### src/logic/lmfc_sync_consts.svh
// Register offsets, field positions, mode codes and reset values for LMFC sync status
`ifndef LMFC_SYNC_CONSTS_SVH
`define LMFC_SYNC_CONSTS_SVH

// Byte addresses on the register bus
`define OFS_CONTROL 12'h000
`define OFS_PULSE_DELAY 12'h004
`define OFS_PULSE_COUNT 12'h008
`define OFS_WINDOW 12'h00c
`define OFS_STATE_FLAGS 12'h010
`define OFS_PHASE_LOW 12'h014
`define OFS_PHASE_HIGH 12'h018
`define OFS_IRQ_STATUS 12'h01c
`define OFS_IRQ_MASK 12'h020

// Control register fields
`define CTL_ENABLE_BIT 7
`define CTL_ARM_BIT 6
`define CTL_CLR_STICKY_BIT 5
`define CTL_MODE_MSB 3

// Status flag positions
`define FLAG_BUSY_BIT 7
`define FLAG_LOCKED_BIT 3
`define FLAG_ROTATED_BIT 2
`define FLAG_WINDOW_BIT 1
`define FLAG_TRIPPED_BIT 0

// Mode codes
`define MODE_CONTINUOUS 4'h2
`define MODE_MONITOR 4'h8
`define MODE_ONESHOT_MON 4'h9

// Interrupt event positions
`define EV_ROTATE_BIT 0
`define EV_TRIP_BIT 1
`define EV_WINDOW_BIT 2
`define EV_WIDTH 3

`define RESET_BYTE 8'h00
`define RESET_WINDOW 8'h01

`endif

### src/logic/lmfc_sync_pkg.sv
// Types for the LMFC sync status block
package lmfc_sync_pkg;
  typedef enum logic [1:0] {
    ST_IDLE = 2'b00,
    ST_WAIT = 2'b01,
    ST_ALIGN = 2'b10,
    ST_MONITOR = 2'b11
  } align_state_t;
  typedef logic [8:0] phase_err_t;
endpackage

### src/logic/lmfc_sync_status.sv
// LMFC to reference pulse alignment with status registers on APB
//
// Functional notes
// - Mode 0010 continuous, 1000 monitor, 1001 once-then-monitor
// - Status bit 7 high while machine busy
// - Status bit 3 set when aligned within window
// - Status bit 2 sticky after a rotation
// - Status bit 1 high while error outside window
// - Status bit 0 sticky on pulse after arming
// - Phase error is 9-bit signed DAC clock count
// - Sticky clear rising edge clears rotated, tripped
// - Pulse mode rotates after configured pulse count
// - Pulse mode waits configured LMFC counts first
//
// Added by the designer: the placing of the registers and the APB slave port.
`timescale 1ns/1ps
`include "lmfc_sync_consts.svh"

module lmfc_sync_status #(
  parameter int LMFC_PERIOD = 32
) (
  input wire logic clk_in,
  input wire logic nrst_in,
  input wire logic sysref_in,
  input wire logic psel_in,
  input wire logic penable_in,
  input wire logic pwrite_in,
  input wire logic [11:0] paddr_in,
  input wire logic [31:0] pwdata_in,
  output logic [31:0] prdata_out,
  output logic pready_out,
  output logic pslverr_out,
  output logic lmfc_edge_out,
  output logic irq_out
);
  import lmfc_sync_pkg::*;

  // ----------------------------------------------------------------
  // Registers and state
  // ----------------------------------------------------------------
  lmfc_sync_pkg::align_state_t state_reg;
  logic [7:0] control_reg;
  logic [7:0] pulse_active_delay;
  logic [7:0] pulse_rotate_count;
  logic [7:0] window_reg;
  logic [`EV_WIDTH-1:0] irq_status_reg;
  logic [`EV_WIDTH-1:0] irq_mask_reg;
  logic [7:0] lmfc_cnt_reg;
  logic [7:0] delay_cnt_reg;
  logic [7:0] ref_cnt_reg;
  logic armed_reg;
  logic align_locked_flag;
  logic rotated_sticky_flag;
  logic window_exceeded_flag;
  logic tripped_sticky_flag;
  phase_err_t phase_err_reg;
  logic sync_meta_reg;
  logic sync_ref_reg;
  logic sync_prev_reg;
  logic clr_prev_reg;
  logic [3:0] align_mode_select;
  logic sync_enable;
  logic align_busy_flag;
  logic sysref_rise;
  logic wr_en;
  logic sticky_clear_strobe;
  logic rotate_now;
  logic arm_now;
  phase_err_t phase_meas;
  logic [8:0] phase_mag;
  logic outside_window;
  logic [`EV_WIDTH-1:0] ev_set;
  logic [7:0] phase_error_low_byte;
  logic phase_error_under_flag;

  assign align_mode_select = control_reg[`CTL_MODE_MSB:0];
  assign sync_enable = control_reg[`CTL_ENABLE_BIT];
  assign phase_error_low_byte = phase_err_reg[7:0];
  assign phase_error_under_flag = phase_err_reg[8];

  // ----------------------------------------------------------------
  // Reference pulse synchroniser and edge detection
  // ----------------------------------------------------------------
  // Two stages before any logic; only the second stage feeds the edge detector
  always_ff @(posedge clk_in or negedge nrst_in) begin
    if (!nrst_in) begin
      sync_meta_reg <= 1'b0;
      sync_ref_reg <= 1'b0;
      sync_prev_reg <= 1'b0;
    end else begin
      sync_meta_reg <= sysref_in;
      sync_ref_reg <= sync_meta_reg;
      sync_prev_reg <= sync_ref_reg;
    end
  end
  assign sysref_rise = sync_ref_reg & ~sync_prev_reg;

  // ----------------------------------------------------------------
  // APB slave: zero wait states, error on unmapped address
  // ----------------------------------------------------------------
  assign pready_out = 1'b1;
  assign wr_en = psel_in & penable_in & pwrite_in;

  // Error answered combinationally in the access phase
  always_comb begin
    pslverr_out = 1'b0;
    if (psel_in && penable_in) begin
      if (paddr_in == `OFS_CONTROL) pslverr_out = 1'b0;
      else if (paddr_in == `OFS_PULSE_DELAY) pslverr_out = 1'b0;
      else if (paddr_in == `OFS_PULSE_COUNT) pslverr_out = 1'b0;
      else if (paddr_in == `OFS_WINDOW) pslverr_out = 1'b0;
      else if (paddr_in == `OFS_STATE_FLAGS) pslverr_out = 1'b0;
      else if (paddr_in == `OFS_PHASE_LOW) pslverr_out = 1'b0;
      else if (paddr_in == `OFS_PHASE_HIGH) pslverr_out = 1'b0;
      else if (paddr_in == `OFS_IRQ_STATUS) pslverr_out = 1'b0;
      else if (paddr_in == `OFS_IRQ_MASK) pslverr_out = 1'b0;
      else pslverr_out = 1'b1;
    end
  end

  // Software-written settings
  always_ff @(posedge clk_in or negedge nrst_in) begin
    if (!nrst_in) begin
      control_reg <= `RESET_BYTE;
      pulse_active_delay <= `RESET_BYTE;
      pulse_rotate_count <= `RESET_BYTE;
      window_reg <= `RESET_WINDOW;
      irq_mask_reg <= '0;
    end else if (wr_en) begin
      if (paddr_in == `OFS_CONTROL) control_reg <= pwdata_in[7:0];
      else if (paddr_in == `OFS_PULSE_DELAY) pulse_active_delay <= pwdata_in[7:0];
      else if (paddr_in == `OFS_PULSE_COUNT) pulse_rotate_count <= pwdata_in[7:0];
      else if (paddr_in == `OFS_WINDOW) window_reg <= pwdata_in[7:0];
      else if (paddr_in == `OFS_IRQ_MASK) irq_mask_reg <= pwdata_in[`EV_WIDTH-1:0];
    end
  end

  // Read data registered so it is stable for the whole access phase
  always_ff @(posedge clk_in or negedge nrst_in) begin
    if (!nrst_in) begin
      prdata_out <= 32'h0;
    end else if (psel_in && !penable_in && !pwrite_in) begin
      if (paddr_in == `OFS_CONTROL) prdata_out <= {24'h0, control_reg};
      else if (paddr_in == `OFS_PULSE_DELAY) prdata_out <= {24'h0, pulse_active_delay};
      else if (paddr_in == `OFS_PULSE_COUNT) prdata_out <= {24'h0, pulse_rotate_count};
      else if (paddr_in == `OFS_WINDOW) prdata_out <= {24'h0, window_reg};
      else if (paddr_in == `OFS_STATE_FLAGS) prdata_out <= {24'h0, align_busy_flag,
        3'h0, align_locked_flag, rotated_sticky_flag, window_exceeded_flag,
        tripped_sticky_flag};
      else if (paddr_in == `OFS_PHASE_LOW) prdata_out <= {24'h0, phase_error_low_byte};
      else if (paddr_in == `OFS_PHASE_HIGH) prdata_out <= {31'h0, phase_error_under_flag};
      else if (paddr_in == `OFS_IRQ_STATUS) prdata_out <= {29'h0, irq_status_reg};
      else if (paddr_in == `OFS_IRQ_MASK) prdata_out <= {29'h0, irq_mask_reg};
      else prdata_out <= 32'h0;
    end
  end

  // ----------------------------------------------------------------
  // Control strobes: sticky clear acts on a rising edge, arm on any control write with the arm bit set
  // ----------------------------------------------------------------
  always_ff @(posedge clk_in or negedge nrst_in) begin
    if (!nrst_in) begin
      clr_prev_reg <= 1'b0;
    end else begin
      clr_prev_reg <= control_reg[`CTL_CLR_STICKY_BIT];
    end
  end
  assign sticky_clear_strobe = control_reg[`CTL_CLR_STICKY_BIT] & ~clr_prev_reg;
  assign arm_now = wr_en && (paddr_in == `OFS_CONTROL) && pwdata_in[`CTL_ARM_BIT];

  // ----------------------------------------------------------------
  // Local multiframe counter and phase measurement
  // ----------------------------------------------------------------
  // Counter wraps each multiframe; a rotation restarts it on the pulse
  always_ff @(posedge clk_in or negedge nrst_in) begin
    if (!nrst_in) begin
      lmfc_cnt_reg <= 8'h0;
    end else if (rotate_now || lmfc_cnt_reg == 8'(LMFC_PERIOD - 1)) begin
      lmfc_cnt_reg <= 8'h0;
    end else begin
      lmfc_cnt_reg <= lmfc_cnt_reg + 8'h1;
    end
  end
  assign lmfc_edge_out = (lmfc_cnt_reg == 8'h0);

  // Signed distance to the nearest edge: late is positive, early negative
  always_comb begin
    if ({1'b0, lmfc_cnt_reg} < 9'(LMFC_PERIOD / 2)) begin
      phase_meas = {1'b0, lmfc_cnt_reg};
    end else begin
      phase_meas = {1'b0, lmfc_cnt_reg} - 9'(LMFC_PERIOD);
    end
    phase_mag = phase_meas[8] ? (9'h0 - phase_meas) : phase_meas;
  end
  assign outside_window = phase_mag > {1'b0, window_reg};

  // Capture on each pulse while enabled, held for reads until the next one
  always_ff @(posedge clk_in or negedge nrst_in) begin
    if (!nrst_in) begin
      phase_err_reg <= 9'h0;
    end else if (sysref_rise && sync_enable) begin
      phase_err_reg <= phase_meas;
    end
  end

  // ----------------------------------------------------------------
  // Alignment state machine
  // ----------------------------------------------------------------
  assign rotate_now = (state_reg == ST_ALIGN) && sysref_rise &&
                      (ref_cnt_reg + 8'h1 >= pulse_rotate_count);
  assign align_busy_flag = (state_reg == ST_WAIT) || (state_reg == ST_ALIGN);

  always_ff @(posedge clk_in or negedge nrst_in) begin
    if (!nrst_in) begin
      state_reg <= ST_IDLE;
      delay_cnt_reg <= 8'h0;
      ref_cnt_reg <= 8'h0;
    end else if (!sync_enable) begin
      state_reg <= ST_IDLE;
    end else begin
      case (state_reg)
        ST_IDLE: begin
          delay_cnt_reg <= 8'h0;
          ref_cnt_reg <= 8'h0;
          if (align_mode_select == `MODE_MONITOR) begin
            state_reg <= ST_MONITOR;
          end else if (align_mode_select == `MODE_CONTINUOUS ||
                       (align_mode_select == `MODE_ONESHOT_MON && armed_reg)) begin
            state_reg <= ST_WAIT;
          end
        end
        ST_WAIT: begin
          // Delay counted in multiframes before pulses are trusted
          if (delay_cnt_reg >= pulse_active_delay) begin
            state_reg <= ST_ALIGN;
          end else if (lmfc_edge_out) begin
            delay_cnt_reg <= delay_cnt_reg + 8'h1;
          end
        end
        ST_ALIGN: begin
          if (rotate_now) begin
            ref_cnt_reg <= 8'h0;
            state_reg <= (align_mode_select == `MODE_CONTINUOUS) ? ST_WAIT
                                                                 : ST_MONITOR;
            delay_cnt_reg <= 8'h0;
          end else if (sysref_rise) begin
            ref_cnt_reg <= ref_cnt_reg + 8'h1;
          end
        end
        ST_MONITOR: begin
          if (align_mode_select != `MODE_MONITOR &&
              align_mode_select != `MODE_ONESHOT_MON) begin
            state_reg <= ST_IDLE;
          end else if (align_mode_select == `MODE_ONESHOT_MON && arm_now) begin
            state_reg <= ST_WAIT;
          end
        end
        default: state_reg <= ST_IDLE;
      endcase
    end
  end

  // ----------------------------------------------------------------
  // Status flags
  // ----------------------------------------------------------------
  // Arm stays until the next pulse trips it
  always_ff @(posedge clk_in or negedge nrst_in) begin
    if (!nrst_in) begin
      armed_reg <= 1'b0;
    end else if (arm_now) begin
      armed_reg <= 1'b1;
    end else if (sysref_rise && sync_enable) begin
      armed_reg <= 1'b0;
    end
  end

  // Sticky flags: a set in the clear cycle wins so no event is lost
  always_ff @(posedge clk_in or negedge nrst_in) begin
    if (!nrst_in) begin
      rotated_sticky_flag <= 1'b0;
      tripped_sticky_flag <= 1'b0;
    end else begin
      if (rotate_now) rotated_sticky_flag <= 1'b1;
      else if (sticky_clear_strobe) rotated_sticky_flag <= 1'b0;
      if (armed_reg && sysref_rise && sync_enable) tripped_sticky_flag <= 1'b1;
      else if (sticky_clear_strobe) tripped_sticky_flag <= 1'b0;
    end
  end

  // Lock and window flags follow the last measured pulse
  always_ff @(posedge clk_in or negedge nrst_in) begin
    if (!nrst_in) begin
      align_locked_flag <= 1'b0;
      window_exceeded_flag <= 1'b0;
    end else if (!sync_enable) begin
      align_locked_flag <= 1'b0;
      window_exceeded_flag <= 1'b0;
    end else if (sysref_rise) begin
      align_locked_flag <= rotate_now | ~outside_window;
      window_exceeded_flag <= ~rotate_now & outside_window;
    end
  end

  // ----------------------------------------------------------------
  // Interrupts: write one to clear, set wins
  // ----------------------------------------------------------------
  // Window event on every non-rotating measured pulse outside the window, not only on repeats
  assign ev_set = {sysref_rise & sync_enable & ~rotate_now & outside_window,
                   armed_reg & sysref_rise & sync_enable, rotate_now};
  always_ff @(posedge clk_in or negedge nrst_in) begin
    if (!nrst_in) begin
      irq_status_reg <= '0;
    end else begin
      irq_status_reg <= ev_set | (irq_status_reg &
        ~((wr_en && paddr_in == `OFS_IRQ_STATUS) ? pwdata_in[`EV_WIDTH-1:0] : 3'h0));
    end
  end
  assign irq_out = |(irq_status_reg & irq_mask_reg);
endmodule // lmfc_sync_status

### config.mk
export PLATFORM = sky130hd
export DESIGN_NAME = lmfc_sync_status
export DESIGN_NICKNAME = d
export VERILOG_FILES = /design/src/logic/lmfc_sync_pkg.sv /design/src/logic/lmfc_sync_status.sv
export VERILOG_INCLUDE_DIRS = /design/src /design/src/logic
export SDC_FILE = /design/constraint.sdc
export NUM_CORES = 1
export LEC_CHECK = 0
export BUFFER_PORTS_ARGS = -buffer_cell sky130_fd_sc_hd__clkbuf_2
export CORE_MARGIN = 2
export CORE_UTILIZATION = 30
export CTS_CLUSTER_SIZE = 28
export DETAILED_ROUTE_END_ITERATION = 10
export GPL_ROUTABILITY_DRIVEN = 1
export PLACE_DENSITY_LB_ADDON = 0.1
export SLEW_MARGIN = 40
export SYNTH_ARGS = -nofsm -noshare
export SYNTH_HDL_FRONTEND = slang
export SYNTH_SLANG_ARGS = --single-unit
### constraint.sdc
create_clock -name clk_in -period 4.5 [get_ports clk_in]
set_clock_uncertainty 0.1 [all_clocks]
set_input_delay 0.45 -clock clk_in [delete_from_list [all_inputs] [get_ports clk_in]]
set_output_delay 0.45 -clock clk_in [all_outputs]
set_load 0.02 [all_outputs]
# Yosys cells after proc, flatten, opt, wreduce, memory -nomap -nowiden
# Cells that the tools add are included.
op_classes:
  div_mod_pow: 0
  mul: 0
  n_mux: 48
  n_lt_le_gt_ge: 4
  reduce_logical: 36
  shifts: 0
  eq_ne: 26
  add_sub_neg: 5
  bitwise: 23
op_table:
  columns: ["operator", "count"]
  rows:
  - ["$mux W8", 12]
  - ["$eq A12 B5 Y1 const B", 4]
  - ["$add A8 B1 Y8 const B", 3]
  - ["$eq A12 B4 Y1 const B", 2]
  - ["$pmux W8 S3", 1]
  - ["$mux W1", 19]
  - ["$mux W9", 2]
  - ["$ge A8 B8 Y1", 2]
  - ["$mux W2", 8]
  - ["$ne A4 B4 Y1 const B", 4]
  - ["$pmux W8 S2", 1]
  - ["$logic_and A1 B1 Y1", 14]
  - ["$eq A12 B3 Y1 const B", 1]
  - ["$eq A12 B6 Y1 const B", 1]
  - ["$logic_not A12 Y1", 1]
  - ["$mux W3", 4]
  - ["$and A1 B1 Y1", 10]
  - ["$reduce_and A5 Y1", 2]
  - ["$gt A9 B8 Y1", 1]
  - ["$sub A1 B9 Y9 const A", 1]
  - ["$sub A8 B6 Y9 const B", 1]
  - ["$eq A4 B4 Y1 const B", 2]
  - ["$eq A8 B5 Y1 const B", 1]
  - ["$logic_not A8 Y1", 1]
  - ["other kinds (24)", 44]
word_totals:
  mem_bits_rw: 0
  mem_bits_ro: 0
  output_inout_bits: 36
  memories: 0
  ff_bits: 114
  latch_bits: 0

# Logic depth before layout (Yosys ltp)
# Gate-level depths: netlist of run 1.
logic_depth:
  ltp_word: 11
  ltp_mapped: 12
  ltp_nobuf: 11

# Worst setup path after synthesis of run 1
# No wires, ideal clock.
synth_path:
  path_type: "register -> register"
  from: "register ref_cnt_reg[0]"
  to: "register delay_cnt_reg[3]"
  n_path_buf: 0
  path_slack_ns: 1.807
  period_less_slack_ns: 2.693
  path_stages_with_launch: 11
  arrival_ns: 2.515
  path_cell_list: "dfrtp_1 ha_1 nand3_1 nor2_1 xor2_1 ha_1 o2111ai_1 o21ai_0 nand3_1 or4_1 a21oi_1"
synth_between:
  elab_chain_cells: 5
synth_lines:
  columns: ["element", "line", "source"]
  rows:
  - ["start, declared", "lmfc_sync_status.sv:50", "logic [7:0] ref_cnt_reg;"]
  - ["start signal, assigned", "lmfc_sync_status.sv:247", "ref_cnt_reg <= ref_cnt_reg + 8'h1;"]
  - ["$add A8 B1 Y8", "lmfc_sync_status.sv:210", "(ref_cnt_reg + 8'h1 >= pulse_rotate_count);"]
  - ["$ge A8 B8 Y1", "lmfc_sync_status.sv:210", null]
  - ["$logic_and A1 B1 Y1", "lmfc_sync_status.sv:209", "assign rotate_now = (state_reg == ST_ALIGN) && sysref_rise &&"]
  - ["$ne A2 B2 Y1 (no source line)", null, null]
  - ["$reduce_and A5 Y1 (no source line)", null, null]
  - ["end signal, assigned", "lmfc_sync_status.sv:237", "delay_cnt_reg <= delay_cnt_reg + 8'h1;"]
  - ["end, declared", "lmfc_sync_status.sv:49", "logic [7:0] delay_cnt_reg;"]
# No other way between the ends.
# A chain may end at the register's enable or synchronous reset.

# Worst setup path after layout of run 1
layout_path:
  from: "register ref_cnt_reg[0]"
  to: "register delay_cnt_reg[6]"
# Same word-level chain as after synthesis.

==> metrics, run 1 <==
sort of element at the end of the critical path=register; CP Class=reg -> reg; standard cell core area=roughly 18000 µm²; startpoint class of the critical path=register; Critical Path Start=ref_cnt_reg[0]; Congestion Overflow GR=0; Final period util=0.769; clock latency on the worst-skew pair=0.35 ns; worst vdd ir=0.203 mV; XOR/XNOR share of the synthesized area=0.0257; total leakage power=~3 nW; cell types with the largest area share after synthesis=sky130_fd_sc_hd__dfrtp_1 (41%), sky130_fd_sc_hd__ha_1 (8.0%), sky130_fd_sc_hd__nand2_1 (5.3%); final-report hold violation count=11; cts repair resizes=0; clock tree sinks=90; Slew HR=0.497; power per standard cell area=between 200 and 300 nW/µm²; wire length of the first global-routing pass=roughly 24000 µm; floorplan die area=about 19000 µm²; achievable clock frequency=289 MHz; die height=about 140 µm; vias in the first global route=between 4000 and 5000; Area Growth Syn to Fin=11.3%; top routing layer in use=met4; total power=between 1.5 and 2 mW; setup TNS=0 ns; Final Wtd Congestion=approximately 0.78; fin nets=697; minimum clock period after layout=3.46 ns; count of cell types in the netlist=67; worst-case setup slack after placement=1.11 ns; slew at the pin closest to its max-slew limit=about 0.74 ns; prevailing post-synth register cell=sky130_fd_sc_hd__dfrtp_1; buffers inserted by post-CTS timing repair=0; sequential fraction of the synthesis area=0.413; number of cells on the worst reg-to-reg path=10; total number of vias=~4300; final worst setup slack=1.04 ns; average vias per placed instance=slightly above 5; library cell occupying the most area in the post-synthesis netlist=sky130_fd_sc_hd__dfrtp_1; wire length per cell=around 18 µm; Syn Inst Count=587; dpl hpwl=11400 µm; number of antenna violations at the first check in global routing=0; boundary pin count=86; Adder-Cell Fraction of Synth Area=0.0802; max-cap violation count=0; count of endpoints failing setup in the final report=0; Largest register FFs=9; maximum number of pins on one net before global-route repair=between 60 and 70; CTS tree=yes; ranking of synthesized cells by instance count=sky130_fd_sc_hd__dfrtp_1 (89), sky130_fd_sc_hd__nand2_1 (77), sky130_fd_sc_hd__o21ai_0 (52), sky130_fd_sc_hd__inv_1 (36), sky130_fd_sc_hd__ha_1 (35); failing checks=negative hold slack; GR Util All Layers=0.161; detailed-routed wire length on met2=between 6000 and 7000 µm; hold crit path type=in -> async; required time worst endpoint=4.67 ns; share of Yosys cell area claimed by the top area cell type=0.408; CTS HTree Levels=3; data arrival time at the worst-slack endpoint=around 3.6 ns; mux cell area share after synthesis=0.0493; terminus of the critical flop-to-flop path=delay_cnt_reg[6]; post-layout utilization of the core=0.339; total clock buffers created by CTS=9; synthesized-area fraction occupied by ao, oa, aoi and oai cells=0.172; sum of routed wire length over all layers=about 15000 µm; flip-flop and latch count after synthesis=90; Async S/R FF share, synth=1.00; DRC errors left=0; floorplan row count=49; CTS Root Buffer Type=sky130_fd_sc_hd__clkbuf_16; unrepaired setup endpoints after global routing=no; Mapped Area=5460 µm²; effective utilization at floorplan=0.305; capture point of the critical path=delay_cnt_reg[6]; routed length on met3=577 µm; count of hold-fix buffers inserted at cts=0; largest family of logic cells by synthesized area=simple AND/OR/NAND/NOR gates; Antenna Nets Post-Route=0; number of enable-type register cells in the synthesized netlist=0; maximum net fanout on the critical path=17; detailed-routing iteration count for the pre-antenna-repair pass=6; DRC marker count from the first detailed-route iteration=280; Clock Pin Slew Worst Setup and Hold Paths=approximately 0.07 ns; result of the run=complete, but fails checks; total of warnings raised by yosys=0; WL met1=~7700 µm; count of pins over their slew limit=0; share of layout cells above drive strength 1=0.135; count of input and output buffers=36; launching point of the worst reg2reg path=ref_cnt_reg[0]; clock buffer depth=2; Mapped Avg Cell Area=approximately 9.3 µm²; die extent in x=139 µm; slack of the worst reg-to-reg path=~1.0 ns; simple-gate share of the synthesized area=0.182; most repeated cell in the gate-level netlist after synthesis=sky130_fd_sc_hd__dfrtp_1; worst hold margin=-0.0223 ns; count of inserted antenna diode cells=0
## power by group
part           total, mW  internal [mW]  switching, mW
sequential         0.813          0.812        0.00159
combinational     0.0908         0.0183         0.0724
clock              0.804          0.478          0.326
total               1.71           1.31          0.400
## cells in the final DEF, fill, tap and decap left out, drive strengths merged, types with 14 or more instances in the layout
cell    count
a21oi      16
clkbuf     48
conb       25
dfrtp      89
ha         35
inv        36
mux2       15
nand2      77
nor2       35
o21ai      52
o31ai      14
## worst min-delay path by stage
stage | from | end | slack (ns) | cells after the start
detailed placement | sync_meta_reg | sync_ref_reg | 0.24 | 0
global placement | sync_meta_reg | sync_ref_reg | 0.24 | 0
floorplan | nrst_in | align_locked_flag | 0.05 | 0
CTS | nrst_in | lmfc_cnt_reg[1] | 0.01 | 1
finish | nrst_in | lmfc_cnt_reg[5] | -0.02 | 1
global route | nrst_in | lmfc_cnt_reg[5] | 0.03 | 1
## kinds of logic (layout without fill, tap and decap cells)
kind of cell | Yosys count | in the layout
compound gates | 142 | 142
buf+inv | 84 | 91
simple gates | 193 | 193
xor+xnor | 16 | 16
fa+ha+maj | 35 | 35
other cells | 2 | 25
flops | 90 | 90
mux | 25 | 25
## per-layer routing
metal / GRT usage / up-vias
li1: - / 2089
met1: 0.238 / 2060
met2: 0.242 / 102
met3: 0.0262 / 16
met4: 0.0489 / 0
met5: 0 / -
## critical path, stage by stage (launching register included)
cell and delay [ns]:
sky130_fd_sc_hd__dfrtp_1 0.41, sky130_fd_sc_hd__ha_1 0.24, sky130_fd_sc_hd__nand3_1 0.15, sky130_fd_sc_hd__nor2_1 0.16
sky130_fd_sc_hd__xor2_1 0.11, sky130_fd_sc_hd__ha_1 0.33, sky130_fd_sc_hd__o2111ai_1 0.14, sky130_fd_sc_hd__o21ai_0 0.44
sky130_fd_sc_hd__nand3_1 0.51, sky130_fd_sc_hd__or4_1 0.64, sky130_fd_sc_hd__a21oi_1 0.16
## area by class of cell
class	instances	area, µm²
fill	1857	11800
multi-input combinational	436	2880
sequential	90	2250
tap	229	287
clock buffer	13	270
timing repair buffer	38	201
inverter	37	139
clock inverter	3	46.3
## through the flow
step	cell area (µm²)	instances
4_1_cts	6070	846
6_report	6070	846
5_1_grt	6070	846
3_5_place_dp	5760	830
3_3_place_gp	5750	830
2_1_floorplan	5550	610
Power figures use the tool's default switching activity.
==> run 2, diff against run 1 <==
Clock period 4.5 ns to 3 ns, I/O delays scaled along.
==> metrics, run 2 (synthesis gave the netlist of run 1 again) <==
result of the run=completed; wire length of the first global-routing pass=24300 µm (-0.28%); required time worst endpoint=3.18 ns (-1.49 ns); slack of the worst reg-to-reg path=0.16 ns (-0.88 ns); number of stages on the worst setup path=11 (+1); count of pins over their slew limit=0 (unchanged); total leakage power=3.07 nW (+4.1%); sort of element at the end of the critical path=register; CP Class=reg -> reg; detailed-routing iteration count for the pre-antenna-repair pass=6 (unchanged); number of cells on the worst reg-to-reg path=11 (+1); worst min-delay path startpoint=pwdata_in[7]; launching point of the worst reg2reg path=ref_cnt_reg[0]; die height=139 µm (unchanged); sum of routed wire length over all layers=15200 µm (+1.2%); DRC errors left=0 (unchanged); Slew HR=0.556 (+0.0592); max-cap violation count=0 (unchanged); post-layout utilization of the core=0.354 (+0.0142); commonest non-fill, non-tap cell in the layout=sky130_fd_sc_hd__dfrtp_1; Worst path slowest cell=sky130_fd_sc_hd__or4_1; DRC marker count from the first detailed-route iteration=242 (-14%); hold path cells=3; power per standard cell area=416 nW/µm² (+48%); die extent in x=139 µm (unchanged); Critical Path Start=ref_cnt_reg[0]; P_int=2.01 mW (+53%); count of input and output buffers=36 (unchanged); maximum net fanout on the critical path=10 (-7); fin nets=719 (+3.2%); portion of total power attributed to sequential cells=0.463 (-0.013); capture point of the critical path=delay_cnt_reg[3]; worst vdd ir=0.273 mV (+34%); count of inserted antenna diode cells=0 (unchanged); cells along the critical path=and3_1, and3_1, and3_1, xor2_2, ha_2, o21a_1, nand2b_4, nand3_2, buf_6, or4_1, a21oi_2; Final period util=0.947 (+0.178); floorplan row count=49 (unchanged); Antenna Nets Post-Route=0 (unchanged); setup TNS=0 ns (unchanged); Clock Pin Slew Worst Setup and Hold Paths=0.07 ns (about the same); Final Wtd Congestion=0.816 (+4.5%); total number of vias=4354 (+2.0%); vias in the first global route=4351 (+3.6%); share of layout cells above drive strength 1=0.183 (+0.0486); hold crit path type=in -> reg; maximum number of pins on one net before global-route repair=91 (+42%); effective utilization at floorplan=0.305 (unchanged); Largest register FFs=9 (unchanged); fill count=1886 (+1.6%); Congestion Overflow GR=0 (unchanged); total clock buffers created by CTS=9 (unchanged); slew at the pin closest to its max-slew limit=0.649 ns (-0.0866 ns); clock network power share=0.482 (+0.011); most frequent cells in the layout=sky130_fd_sc_hd__dfrtp_1 (88), sky130_fd_sc_hd__nand2_1 (77), sky130_fd_sc_hd__o21ai_0 (51); achievable clock frequency=352 MHz (+22%); count of endpoints failing setup in the final report=0 (unchanged); boundary pin count=86 (unchanged); combinational share of power=0.054 (about the same); startpoint class of the critical path=register; top cell family by delay on the critical path=simple AND/OR/NAND/NOR gates; most frequent cell on the critical path=sky130_fd_sc_hd__and3_1; CTS tree=yes; number of antenna violations at the first check in global routing=0 (unchanged); standard cell core area=17900 µm² (unchanged); clock tree sinks=90 (unchanged); minimum clock period after layout=2.84 ns (-0.621 ns); Area Growth Syn to Fin=15.9%; clock latency on the worst-skew pair=0.35 ns (about the same); wire length per cell=17.6 µm (-1.4%); max incr delay on CP=0.52 ns (-0.12 ns); floorplan die area=19300 µm² (unchanged); CTS Root Buffer Type=sky130_fd_sc_hd__clkbuf_16; data arrival time at the worst-slack endpoint=3.02 ns (-0.61 ns); dpl hpwl=11400 µm (-0.12%); switching power summed over all nets=626 µW (+56%); average vias per placed instance=5.02 (-0.55%); GR Util All Layers=0.161 (about the same); final-report hold violation count=0 (-11); CTS HTree Levels=3 (unchanged); terminus of the critical flop-to-flop path=delay_cnt_reg[3]; Critical path buffers and inverters=1 (+1); switching share of total power=0.238 (+0.00354); clock buffer depth=2 (unchanged)
## run 2: cell count changes in the layout (fill, tap and decap cells not counted), moves of 2 or more
cell                            change
sky130_fd_sc_hd__dlygate4sd3_1      +2
sky130_fd_sc_hd__a21oi_1            -2
sky130_fd_sc_hd__clkbuf_8           -2
sky130_fd_sc_hd__buf_4             +19
sky130_fd_sc_hd__a21oi_2            +2
## run 2: timing repair
item / 4_1_cts / 5_1_grt
setup endpoints to repair: 0 / 20
gates resized for setup: 0 / 17
hold endpoints to repair: 90 / 0
buffers inserted: 0 / 5
hold buffers: 2 / 0
## run 2: worst min-delay path by stage
stage                             to  slack [ns]
2_1_floorplan      align_locked_flag        -0.1
3_3_place_gp            sync_ref_reg        0.24
3_5_place_dp            sync_ref_reg        0.25
4_1_cts        pulse_active_delay[7]        0.14
5_1_grt        pulse_active_delay[7]        0.15
6_report       pulse_active_delay[7]        0.16
## run 2: power groups by stage
stage	registers (mW)	clock network, mW	logic (mW)
floorplan	1.24	0	0.0885
global route	1.22	1.36	0.158
global placement	1.24	0	0.143
finish	1.22	1.27	0.143
detailed placement	1.24	0	0.144
CTS	1.22	1.31	0.146
## run 2: layout make-up
class | count | area [µm²] | share of cell area
Clock inverter | 6 | 88.8 | 0.0140
Timing Repair Buffer | 60 | 384 | 0.0607
Multi-Input combinational cell | 436 | 2940 | 0.464
Inverter | 37 | 139 | 0.0219
Clock buffer | 10 | 239 | 0.0378
Tap cell | 229 | 287 | 0.0453
Sequential cell | 90 | 2250 | 0.356
## run 2: worst register-to-register path: cells and delay by family (launching register included)
| family | cells | cell delay (ns) |
|---|---|---|
| xor+xnor | 1 | 0.16 |
| buf+inv | 1 | 0.15 |
| simple gates | 6 | 1.34 |
| compound gates | 2 | 0.26 |
| fa+ha+maj | 1 | 0.32 |
| flops | 1 | 0.43 |
## run 2: metrics by stage
stage	hold WS [ns]	std cells	total power, mW	setup WS, ns	area (µm²)
floorplan	-0.0956	610	1.33	0.307	5550
global placement	0.236	845	1.39	0.106	5880
detailed placement	0.245	845	1.39	0.0454	5880
CTS	0.141	863	2.67	0.0131	6220
global route	0.154	868	2.74	-0.0112	6330
finish	0.155	868	2.63	0.160	6330
## run 2: metal layers
metal | track usage | part of all wire
met4 | 0.0372 | 0.0075
met1 | 0.225 | 0.49
met2 | 0.254 | 0.46
met3 | 0.0380 | 0.044
met5 | 0 | 0
==> run 3, diff against run 2 <==
Settings changed: PLACE_DENSITY set to 0.51, PLACE_DENSITY_LB_ADDON 0.1 to not set.
==> metrics, run 3 (synthesis gave the netlist of run 1 again) <==
result of the run=completed; data arrival time at the worst-slack endpoint=3.03 ns (about the same); DRC errors left=0 (unchanged); achievable clock frequency=349 MHz (-0.77%); max-cap violation count=0 (unchanged); count of inserted antenna diode cells=0 (unchanged); vias in the first global route=4266 (-2.0%); hold crit path type=in -> reg; unrepaired setup endpoints after global routing=yes; count of input and output buffers=36 (unchanged); hold path cells=3 (unchanged); power per standard cell area=404 nW/µm² (-2.9%); CTS HTree Levels=3 (unchanged); slack of the worst reg-to-reg path=0.14 ns (-0.02 ns); Clock Pin Slew Worst Setup and Hold Paths=0.07 ns (about the same); sort of element at the end of the critical path=register; Congestion Overflow GR=0 (unchanged); slew at the pin closest to its max-slew limit=0.718 ns (+0.0689 ns); count of pins over their slew limit=0 (unchanged); number of antenna violations at the first check in global routing=0 (unchanged); CTS tree=yes; floorplan die area=19300 µm² (unchanged); cells along the critical path=and3_1, and3_1, and3_1, xor2_1, ha_1, o21a_1, nand2b_1, nand3_4, or4_1, a21oi_1; number of cells on the worst reg-to-reg path=10 (-1); wire length of the first global-routing pass=23300 µm (-3.8%); die height=139 µm (unchanged); launching point of the worst reg2reg path=ref_cnt_reg[0]; clock buffer depth=2 (unchanged); total leakage power=3.03 nW (-1.3%); Largest register FFs=9 (unchanged); Final period util=0.954 (+0.00730); most frequent cell on the critical path=sky130_fd_sc_hd__and3_1; CP Class=reg -> reg; most frequent cells in the layout=sky130_fd_sc_hd__dfrtp_1 (89), sky130_fd_sc_hd__nand2_1 (77), sky130_fd_sc_hd__o21ai_0 (51); DRC marker count from the first detailed-route iteration=378 (+56%); max incr delay on CP=0.54 ns (+0.02 ns); minimum clock period after layout=2.86 ns (+0.0219 ns); maximum net fanout on the critical path=10 (unchanged); Antenna Nets Post-Route=0 (unchanged); GR Util All Layers=0.153 (-0.00766); worst-case setup slack after placement=0.0514 ns (+0.00602 ns); standard cell core area=17900 µm² (unchanged); register area=2250 µm² (about the same); boundary pin count=86 (unchanged); die extent in x=139 µm (unchanged); count of endpoints failing setup in the final report=0 (unchanged); final worst setup slack=0.138 ns (-0.0219 ns); commonest non-fill, non-tap cell in the layout=sky130_fd_sc_hd__dfrtp_1; clock tree sinks=90 (unchanged); Slew HR=0.509 (-0.0471); final-report hold violation count=0 (unchanged); setup TNS=0 ns (unchanged); startpoint class of the critical path=register; average vias per placed instance=5.02 (about the same); CTS Root Buffer Type=sky130_fd_sc_hd__clkbuf_16; effective utilization at floorplan=0.305 (unchanged); share of layout cells above drive strength 1=0.161 (-0.0222); detailed-routing iteration count for the pre-antenna-repair pass=5 (-1); total power=2.51 mW (-4.7%); worst vdd ir=0.241 mV (-12%); fill count=1867 (-1.0%); total number of vias=4329 (-0.57%); maximum number of pins on one net before global-route repair=41 (-55%); fin nets=714 (-0.70%); worst min-delay path startpoint=pwdata_in[5]; wire length per cell=16.7 µm (-4.6%); clock latency on the worst-skew pair=0.35 ns (about the same); floorplan row count=49 (unchanged); required time worst endpoint=3.17 ns (about the same); dpl hpwl=11100 µm (-2.9%); Final Wtd Congestion=0.833 (+2.1%); area used by multi-input combinational logic=2900 µm² (-1.2%); sum of routed wire length over all layers=14400 µm (-5.2%); Area Growth Syn to Fin=13.7%; total clock buffers created by CTS=9 (unchanged); terminus of the critical flop-to-flop path=delay_cnt_reg[5]; hold endpoint=window_reg[5]; Worst path slowest cell=sky130_fd_sc_hd__or4_1
==> run 3: changes by cell type in the layout (fill, tap and decap cells not counted), sizes merged <==
cell      change
clkinvlp      -1
buf           -5
bufinv        -1
clkinv        +2
==> run 3: repair_timing <==
| action | 4_1_cts | 5_1_grt |
|---|---|---|
| hold buffers | 2 | 0 |
| buffers inserted | 0 | 2 |
| hold endpoints to repair | 39 | 0 |
| resized for setup | 0 | 8 |
| setup endpoints to repair | 0 | 17 |
==> run 3: how the worst max path moves through the flow <==
stage / start / endpoint
4_1_cts: ref_cnt_reg[0] / delay_cnt_reg[6]
5_1_grt: ref_cnt_reg[0] / ref_cnt_reg[7]
3_3_place_gp: ref_cnt_reg[0] / delay_cnt_reg[3]
6_report: ref_cnt_reg[0] / delay_cnt_reg[5]
3_5_place_dp: ref_cnt_reg[0] / delay_cnt_reg[6]
2_1_floorplan: ref_cnt_reg[0] / delay_cnt_reg[3]
==> run 3: per-layer routing <==
layer  wire (µm)  GRT usage
met3         606     0.0235
met5           0          0
met4         260     0.0553
met1        7160      0.223
met2        6420      0.232
==> run 3: report_power, final <==
| group | switching (mW) | internal, mW | leakage (nW) |
|---|---|---|---|
| Sequential | 0.00226 | 1.22 | 1.11 |
| Clock | 0.498 | 0.648 | 0.143 |
| Combinational | 0.110 | 0.0321 | 1.78 |
| Total | 0.610 | 1.90 | 3.03 |
==> run 3: metrics by stage <==
| step | util | cell area [µm²] | instances | hold slack (ns) |
|---|---|---|---|---|
| finish | 0.347 | 6210 | 863 | 0.152 |
| CTS | 0.344 | 6160 | 861 | 0.146 |
| global placement | 0.327 | 5850 | 843 | 0.211 |
| global route | 0.347 | 6210 | 863 | 0.168 |
| detailed placement | 0.327 | 5850 | 843 | 0.223 |
| floorplan | - | 5550 | 610 | -0.0956 |
==> run 3: area by class of cell <==
| class | instances | area share |
|---|---|---|
| Clock buffer | 10 | 0.0369 |
| Clock inverter | 6 | 0.0105 |
| Inverter | 37 | 0.0224 |
| Multi-Input combinational cell | 436 | 0.468 |
| Sequential cell | 90 | 0.363 |
| Tap cell | 229 | 0.0462 |
| Timing Repair Buffer | 55 | 0.0532 |
==> run 3: critical path, delay by kind of cell, from the launching register on <==
family / cells / cell delay (ns)
adders and majority gates: 1 / 0.25
and+or+nand+nor: 6 / 1.51
AOI/OAI and AO/OA: 2 / 0.30
xor gates and xnor gates: 1 / 0.21
DFF: 1 / 0.42
